==> src/hw/conv_ctrl_pkg.sv <==
// Purpose: Shared constants for the converter control and status block.
// Assumes: APB slave with 32-bit data, one aligned word per register.
// Notes:   Offsets are byte addresses.
package conv_ctrl_pkg;
  localparam logic [11:0] OFF_SC1       = 12'h000;
  localparam logic [11:0] OFF_SC2       = 12'h004;
  localparam logic [11:0] OFF_RES_HIGH  = 12'h008;
  localparam logic [11:0] OFF_RES_LOW   = 12'h00c;
  localparam logic [11:0] OFF_CMP_HIGH  = 12'h010;
  localparam logic [11:0] OFF_CMP_LOW   = 12'h014;
  localparam logic [11:0] OFF_CFG       = 12'h018;
  localparam int          BIT_DONE      = 7;
  localparam int          BIT_IEN       = 6;
  localparam int          BIT_CONT      = 5;
  localparam int          BIT_ACTIVE    = 7;
  localparam int          BIT_TRIG      = 6;
  localparam int          BIT_CMP_EN    = 5;
  localparam int          BIT_CMP_GE    = 4;
  localparam int          BIT_MODE10    = 0;
  localparam logic [4:0]  CHAN_OFF      = 5'h1f;
  localparam logic [7:0]  SC1_RESET     = 8'h1f;
  localparam logic [7:0]  SC2_RESET     = 8'h00;
  localparam logic [4:0]  CONV_CYCLES   = 5'h14;
endpackage : conv_ctrl_pkg

==> src/hw/conv_ctrl.sv <==
// Purpose: Conversion control, status flags and compare for a 10-bit converter.
// Assumes: Converter core returns a 10-bit sample on CONV_DATA with CONV_DONE pulse.
// Notes:   Without a core, an internal timer ends a conversion after CONV_CYCLES.
//          The bus answers one cycle after the access edge, so every access has
//          one wait state; writes and read side effects land on the access edge.

module conv_ctrl (
  input  wire logic        CLK,        // Bus clock.
  input  wire logic        RSTN,       // Synchronous reset, active low.
  input  wire logic        PSEL,       // APB select.
  input  wire logic        PENABLE,    // APB access phase.
  input  wire logic        PWRITE,     // APB direction.
  input  wire logic [11:0] PADDR,      // APB byte address.
  input  wire logic [31:0] PWDATA,     // APB write data.
  output logic      [31:0] PRDATA,     // APB read data.
  output logic             PREADY,     // APB ready.
  output logic             PSLVERR,    // APB error on unmapped address.
  input  wire logic        HW_TRIG,    // Hardware trigger, asynchronous.
  input  wire logic        CONV_DONE,  // Core finished a sample, one cycle.
  input  wire logic [9:0]  CONV_DATA,  // Core sample.
  output logic             CONV_START, // Start pulse to the core.
  output logic             CONV_ABORT, // Abort pulse to the core.
  output logic             CONV_POWER, // Core powered.
  output logic      [4:0]  CHANNEL,    // Selected input.
  output logic             IRQ         // Conversion complete interrupt.
);

  typedef struct packed {
    // Software visible register fields.
    logic [7:0]  sc1;
    logic [7:0]  sc2;
    logic        done;
    logic [9:0]  result;
    logic [9:0]  cmp;
    logic        mode10;
    // Trigger synchroniser and conversion timer.
    logic        hold;
    logic [2:0]  trig_sync;
    logic [4:0]  timer;
    // Bus answer, valid for one cycle.
    logic [31:0] prdata;
    logic        pready;
    logic        pslverr;
    // Pulses and levels towards the core and the interrupt line.
    logic        start;
    logic        abort;
    logic        power;
    logic        irq;
  } state_t;

  state_t st_r;
  state_t st_nxt;

  logic        acc;
  logic        wr;
  logic        rd;
  logic        trig_edge;
  logic        finish;
  logic        cmp_true;
  logic        started;
  logic [9:0]  sample;
  logic        chan_off;
  logic        keep;
  logic        sw_start;
  logic        hw_start;
  logic [31:0] rdata;

  // Bit positions, taken once from the package so the logic below stays readable.
  // The done and active bits share position 7 in their two registers.
  localparam int BIT_IEN    = conv_ctrl_pkg::BIT_IEN;
  localparam int BIT_CONT   = conv_ctrl_pkg::BIT_CONT;
  localparam int BIT_ACTIVE = conv_ctrl_pkg::BIT_ACTIVE;
  localparam int BIT_TRIG   = conv_ctrl_pkg::BIT_TRIG;
  localparam int BIT_CMP_EN = conv_ctrl_pkg::BIT_CMP_EN;
  localparam int BIT_CMP_GE = conv_ctrl_pkg::BIT_CMP_GE;
  localparam int BIT_MODE10 = conv_ctrl_pkg::BIT_MODE10;

  assign acc = PSEL && PENABLE && !st_r.pready;
  assign wr  = acc && PWRITE;
  assign rd  = acc && !PWRITE;
  assign sample = st_r.mode10 ? CONV_DATA : {2'b00, CONV_DATA[7:0]};
  // Second and third stages must agree on high after a low agreement.
  assign trig_edge = st_r.trig_sync[1] && st_r.trig_sync[2] && !st_r.hold;
  // Completion from the core, or from the internal timer as a fallback.
  assign finish = st_r.sc2[BIT_ACTIVE]
                  && (CONV_DONE || st_r.timer == conv_ctrl_pkg::CONV_CYCLES);

  // Qualifiers shared by the state update below.
  // Each is formed once here so that the set and clear paths agree on it.
  // Channel code of all ones means the converter is switched off.
  assign chan_off = st_r.sc1[4:0] == conv_ctrl_pkg::CHAN_OFF;
  // A completed sample counts when compare is off or its test holds.
  assign keep     = !st_r.sc2[BIT_CMP_EN] || cmp_true;
  // A first-register write starts under software trigger unless it switches off.
  assign sw_start = wr && PADDR == conv_ctrl_pkg::OFF_SC1 && !st_r.sc2[BIT_TRIG]
                    && PWDATA[4:0] != conv_ctrl_pkg::CHAN_OFF;
  // A trigger edge starts only when selected, idle and switched on.
  assign hw_start = trig_edge && st_r.sc2[BIT_TRIG] && !chan_off
                    && !st_r.sc2[BIT_ACTIVE];

  // Read data is formed from the registered state at the access edge.
  // Unmapped offsets read as zero; the error flag is raised elsewhere.
  // Upper bits of every 8-bit register read as zero.
  always_comb begin
    rdata = 32'h0000_0000;
    unique case (PADDR)
      conv_ctrl_pkg::OFF_SC1: begin
        rdata[7:0] = {st_r.done, st_r.sc1[6:0]};
      end
      conv_ctrl_pkg::OFF_SC2: begin
        rdata[7:0] = {st_r.sc2[7:4], 4'h0};
      end
      conv_ctrl_pkg::OFF_RES_HIGH: begin
        rdata[1:0] = st_r.result[9:8];
      end
      conv_ctrl_pkg::OFF_RES_LOW: begin
        rdata[7:0] = st_r.result[7:0];
      end
      conv_ctrl_pkg::OFF_CMP_HIGH: begin
        rdata[1:0] = st_r.cmp[9:8];
      end
      conv_ctrl_pkg::OFF_CMP_LOW: begin
        rdata[7:0] = st_r.cmp[7:0];
      end
      conv_ctrl_pkg::OFF_CFG: begin
        rdata[0] = st_r.mode10;
      end
      default: begin
        rdata = 32'h0000_0000;
      end
    endcase
  end

  always_comb begin
    // Result below compare value, or greater or equal when selected.
    if (st_r.mode10) begin
      cmp_true = st_r.sc2[BIT_CMP_GE] ? (sample >= st_r.cmp)
                                      : (sample < st_r.cmp);
    end else begin
      cmp_true = st_r.sc2[BIT_CMP_GE] ? (sample[7:0] >= st_r.cmp[7:0])
                                      : (sample[7:0] < st_r.cmp[7:0]);
    end
  end

  // Next state. Later assignments override earlier ones: a first-register write beats
  // a completion restart, and a completion that sets the done flag beats
  // any clear in the same cycle.
  always_comb begin
    st_nxt = st_r;
    started = 1'b0;
    st_nxt.start = 1'b0;
    st_nxt.abort = 1'b0;
    st_nxt.pready = 1'b0;
    st_nxt.pslverr = 1'b0;
    // Three stages deep; only the last two feed the edge test, and hold
    // keeps the level they last agreed on, so one rising change makes
    // exactly one trigger event.
    st_nxt.trig_sync = {st_r.trig_sync[1:0], HW_TRIG};
    if (st_r.trig_sync[1] == st_r.trig_sync[2]) begin
      st_nxt.hold = st_r.trig_sync[2];
    end
    // The timer ends a conversion if the core never reports one.
    if (st_r.sc2[BIT_ACTIVE]) begin
      st_nxt.timer = st_r.timer + 5'h01;
    end

    // A failed compare leaves flag and result untouched.
    if (finish) begin
      st_nxt.sc2[BIT_ACTIVE] = 1'b0;
      st_nxt.timer = 5'h00;
      if (keep) begin
        st_nxt.done = 1'b1;
        st_nxt.result = sample;
      end
      if (st_r.sc1[BIT_CONT] && !chan_off) begin
        started = 1'b1;
      end else begin
        st_nxt.power = 1'b0;
      end
    end

    // Trigger edges that arrive while converting are dropped.
    if (hw_start) begin
      started = 1'b1;
    end

    // Access edge: the write lands here and PREADY answers on the next edge.
    if (acc) begin
      st_nxt.pready = 1'b1;
      st_nxt.prdata = rdata;
      unique case (PADDR)
        conv_ctrl_pkg::OFF_SC1: begin
          if (wr) begin
            // Done bit position is not stored from write data.
            st_nxt.sc1 = {1'b0, PWDATA[6:0]};
            st_nxt.done = 1'b0;
            // Any write ends a running conversion before a new one starts.
            st_nxt.abort = st_r.sc2[BIT_ACTIVE];
            st_nxt.sc2[BIT_ACTIVE] = 1'b0;
            st_nxt.timer = 5'h00;
            started = sw_start;
            if (PWDATA[4:0] == conv_ctrl_pkg::CHAN_OFF) begin
              st_nxt.power = 1'b0;
            end
          end
        end
        conv_ctrl_pkg::OFF_SC2: begin
          if (wr) begin
            // Active bit is status only; reserved bits store nothing.
            st_nxt.sc2[6:4] = PWDATA[6:4];
          end
        end
        conv_ctrl_pkg::OFF_RES_HIGH: begin
          st_nxt.pslverr = 1'b0;
        end
        conv_ctrl_pkg::OFF_RES_LOW: begin
          if (rd) begin
            st_nxt.done = 1'b0;
          end
        end
        conv_ctrl_pkg::OFF_CMP_HIGH: begin
          if (wr) begin
            st_nxt.cmp[9:8] = PWDATA[1:0];
          end
        end
        conv_ctrl_pkg::OFF_CMP_LOW: begin
          if (wr) begin
            st_nxt.cmp[7:0] = PWDATA[7:0];
          end
        end
        conv_ctrl_pkg::OFF_CFG: begin
          if (wr) begin
            st_nxt.mode10 = PWDATA[BIT_MODE10];
          end
        end
        default: begin
          st_nxt.pslverr = 1'b1;
        end
      endcase
    end

    // A completion in the same cycle as the clear still counts.
    if (finish && keep) begin
      st_nxt.done = 1'b1;
    end

    if (started) begin
      st_nxt.start = 1'b1;
      st_nxt.power = 1'b1;
      st_nxt.sc2[BIT_ACTIVE] = 1'b1;
      st_nxt.timer = 5'h00;
    end

    // The request is a level that follows the flag and its enable.
    st_nxt.irq = st_nxt.done && st_nxt.sc1[BIT_IEN];
  end

  // Synchronous reset; the channel field comes up switched off.
  always_ff @(posedge CLK) begin
    if (!RSTN) begin
      st_r <= '0;
      st_r.sc1 <= conv_ctrl_pkg::SC1_RESET;
      st_r.sc2 <= conv_ctrl_pkg::SC2_RESET;
    end else begin
      st_r <= st_nxt;
    end
  end

  // Every output is a bit of the registered state.
  assign PRDATA     = st_r.prdata;
  assign PREADY     = st_r.pready;
  assign PSLVERR    = st_r.pslverr;
  assign CONV_START = st_r.start;
  assign CONV_ABORT = st_r.abort;
  assign CONV_POWER = st_r.power;
  assign CHANNEL    = st_r.sc1[4:0];
  assign IRQ        = st_r.irq;

endmodule : conv_ctrl

==> config.mk <==
export PLATFORM = sky130hd
export DESIGN_NAME = conv_ctrl
export DESIGN_NICKNAME = d
export VERILOG_FILES = /design/src/hw/conv_ctrl_pkg.sv /design/src/hw/conv_ctrl.sv
export SDC_FILE = /design/constraint.sdc
export NUM_CORES = 1
export LEC_CHECK = 0
export BUFFER_PORTS_ARGS = -buffer_cell sky130_fd_sc_hd__buf_4
export CAP_MARGIN = 20
export CORE_MARGIN = 1
export CORE_UTILIZATION = 40
export DETAILED_ROUTE_END_ITERATION = 8
export GPL_ROUTABILITY_DRIVEN = 0
export PLACE_DENSITY = 0.78
export RECOVER_POWER = 100
export SLEW_MARGIN = 20
export SYNTH_ARGS = -nofsm -noshare
export SYNTH_HDL_FRONTEND = slang
export SYNTH_SLANG_ARGS = --single-unit
==> constraint.sdc <==
create_clock -name CLK -period 2 [get_ports CLK]
set_input_delay 0.3 -clock CLK [delete_from_list [all_inputs] [get_ports CLK]]
set_output_delay 0.3 -clock CLK [all_outputs]
set_load 0.01 [all_outputs]
==> results.py <==
metrics = {
    "logic_synthesis": {
        "async_flop_share": 0,
        "synth_edf_count": 0,
        "synth_cell_types": 58,
        "synth_flop_cell": "dfxtp_1",
        "synth_warnings": 0,
        "syn_area_per_cell_sq_um": 9.00,
        "postSynthCellCount": 358,
        "synth_largest_area_cell": "dfxtp_1",
        "seq_area_frac_synth": 0.348,
        "ys_seq_elements": 56,
        "yosysTopAreaCellShare": 0.348,
        "synth_area_leaders": "dfxtp_1 35%, buf_4 9.1%, mux2i_1 8.7%",
        "syn-cell-area_sq_mm": 0.00322,
    },
    "worst_setup_path": {
        "arrival_ps": 2450,
        "setup.worst_path.class": "flip-flop to flip-flop",
        "cp_cell_sequence": "inv_2 > ha_4 > nor2b_4 > o211ai_2 > o21a_1 > o211ai_1 > mux2_4 > a31oi_4 > buf_6 > mux2i_2",
        "critical_path.slowest_cell": "dfxtp_2",
        "startpoint_type": "flip-flop",
        "slowest_delay_ps": 350,
        "reg2regPathDepth": 10,
        "crit_required_ps": 2240,
        "critPathMaxFanout": 6,
        "crit_path_end_kind": "flip-flop",
    },
    "place": {
        "portBuffers": 55,
        "place.detailed.hpwl_um": 5600,
        "dpl.cell_count": 508,
    },
    "timing": {
        "worst_slew_pin_slew_ps": 1360,
        "rsz0062_at_grt": "yes",
        "final-setup-viol-count": 12,
        "slew_viol_final": 0,
        "fin_crit_sh": 1.10,
        "max_freq_ghz": 0.453,
        "finalWorstSetupSlack_ps": -207,
        "min_period_ps": 2210,
        "slew_headroom": 0.0907,
        "tns_ps": -1680,
        "skew_ps": 9.71,
        "hold_viol": 0,
    },
    "clock_network": {
        "worst_skew_pair.late_latency_ps": 310,
        "cts_tree": "yes",
        "numCtsBuffers": 5,
        "clk_pin_slew_worst_paths_ps": 100,
        "cts_buffer_depth": 2,
        "cts.htree.levels": 2,
        "postCtsHoldBufs": 0,
        "root_buffer": "clkbuf_8",
        "cts.sinks": 56,
    },
    "finish": {
        "layout-drive-gt1-share": 0.234,
        "fin_nets": 488,
        "antenna_cells": 0,
        "instances_no_fill": 517,
        "area_growth_pct": 16.8,
    },
    "floorplanning": {
        "dieArea_sq_mm": 0.00842,
        "start_util": 0.415,
        "rows": 32,
        "core-area_sq_mm": 0.00777,
        "die_h_um": 91.8,
        "die_width_um": 91.8,
        "pin_count": 104,
    },
    "hold_path": {
        "holdCritPathClass": "input pin to flip-flop",
        "whs_path_depth": 2,
    },
    "global_routing": {
        "overflow": 0,
        "grt_pass1_vias": 2476,
        "grt_pass1_wl_um": 11900,
        "grt_antenna_before_repair": 0,
        "grt_usage": 0.179,
        "grt_max_degree": 38,
    },
    "routing": {
        "first_iter_violations": 98,
        "vias": 2572,
        "routed_wl_um": 7410,
        "wl_per_cell_um": 14.3,
        "viasPerCell": 4.97,
        "ant_nets": 0,
        "dr.pass1.iters": 4,
        "route.detailed.drc": 0,
    },
    "power_and_ir_drop": {
        "ir_worst_vdd_v": 0.000374,
        "pwr_density_cell_mw_per_mm2": 579,
        "leakage_uw": 0.00155,
        "power_uw": 2180,
    },
    "job": {
        "drv_cap": 0,
    },
    "outcome": {
        "status": "finished with violations",
        "violations": "negative setup slack",
    },
}
-- cell usage after synthesis (all sizes together), types with 2 or more instances --
library cell and count:
mux2i 28, nand4 6, xor2 2, o211ai 6
buf 42, or2 2, a21boi 6, a31oi 2
nor4 3, clkbuf 9, o21a 3, mux2 4
inv 15, and2 7, o211a 7, a22oi 6
o21bai 2, nor2 11, a222oi 2, o21ai 6
and3 4, nor3 4, a21oi 7, dfxtp 56
nand2 59, nor2b 15, nand3 15, ha 13
-- through the flow --
step	setup WS, ps	area (sq um)	hold WS (ps)	utilization
floorplan	-112	3320	412	-
global placement	-212	3640	414	0.469
detailed placement	-292	3640	431	0.469
CTS	-198	3820	186	0.492
global route	-312	3770	187	0.485
finish	-207	3770	189	0.485
-- area by class of cell --
| class | count | area [sq um] |
|---|---|---|
| clock buffers | 7 | 96.3 |
| clock inverters | 1 | 30.0 |
| fillers | 728 | 4000 |
| inverters | 16 | 60.1 |
| multi-input cells | 257 | 1820 |
| flip-flops and latches | 56 | 1130 |
| well taps | 102 | 128 |
| repair buffers | 78 | 507 |
-- cell families after synthesis --
group                    Yosys count  share of synthesized area
AO/OA/AOI/OAI                     53                      0.135
XOR/XNOR                           3                    0.00815
adder cells (fa/ha/maj)           13                     0.0505
buffers and inverters             68                      0.141
flip-flops                        56                      0.348
multiplexers                      32                      0.102
other                              1                    0.00116
AND/OR/NAND/NOR                  132                      0.215
-- cell usage in the layout, fill, tap and decap left out, types with 2 or more instances in the layout --
cell type  synthesis  layout
nor2b_1           14      13
dfxtp_1           56      51
clkbuf_1           6      21
a22oi_1            6       6
or2_1              2       2
nor3_1             3       3
clkbuf_8           3       7
a222oi_1           2       2
clkbuf_4           0       3
mux2i_1           28      26
dfxtp_2            0       5
conb_1             1      24
nand4_1            5       5
o21a_1             3       3
o211ai_1           5       5
nor4_1             1       3
ha_1              13       7
nand3_1           14      14
buf_6              2       2
inv_1             15      14
mux2_2             3       3
a21oi_1            7       5
and3_1             4       4
ha_4               0       6
nand2_1           59      59
and2_0             0       2
o21ai_0            5       5
a21oi_2            0       2
and2_1             7       5
clkbuf_2           0       3
xor2_1             2       2
buf_4             39      49
nor2_1            11      11
a21boi_0           4       6
mux2i_2            0       2
o211a_1            7       7
-- power by group --
part           internal [uW]  total [uW]  switching, uW
Combinational            109         241            132
Sequential              1130        1130           6.16
Clock                    442         807            365
-- layer usage --
layer,track usage,wire length [um],vias up
met5,0,0,-
met1,0.231,3380,1177
li1,-,-,1286
met2,0.298,3480,96
met3,0.0365,425,13
met4,0.0599,133,0
-- worst paths after layout --
kind               from         end  slack [ps]
max reg2reg    st_r[49]    st_r[58]        -210
min reg2reg  st_nxt[44]  st_nxt[45]         460
min             HW_TRIG  st_nxt[44]         190
max            st_r[49]    st_r[58]        -210
-- repair_timing --
item                                   CTS  global route
pin swaps                                4             2
endpoints found under the hold margin    0             0
gates resized for setup                  9            10
setup endpoints to repair               12            12
buffers inserted                         1             0
-- worst max-delay path: cells and delay by family, from the launching register on --
family	cells	cell delay (ps)
fa+ha+maj	1	250
buf+inv	2	210
compound gates	4	620
flops	1	350
simple gates	1	130
mux	2	560
-- state kept, by name, summed over array words and instances, names as in the netlist, 2 cells and up --
| name | cells |
|---|---|
| st_nxt | 2 |
| PRDATA | 8 |
| st_r | 35 |
| CHANNEL | 5 |
Note: power is estimated with default switching activity, not from simulation.
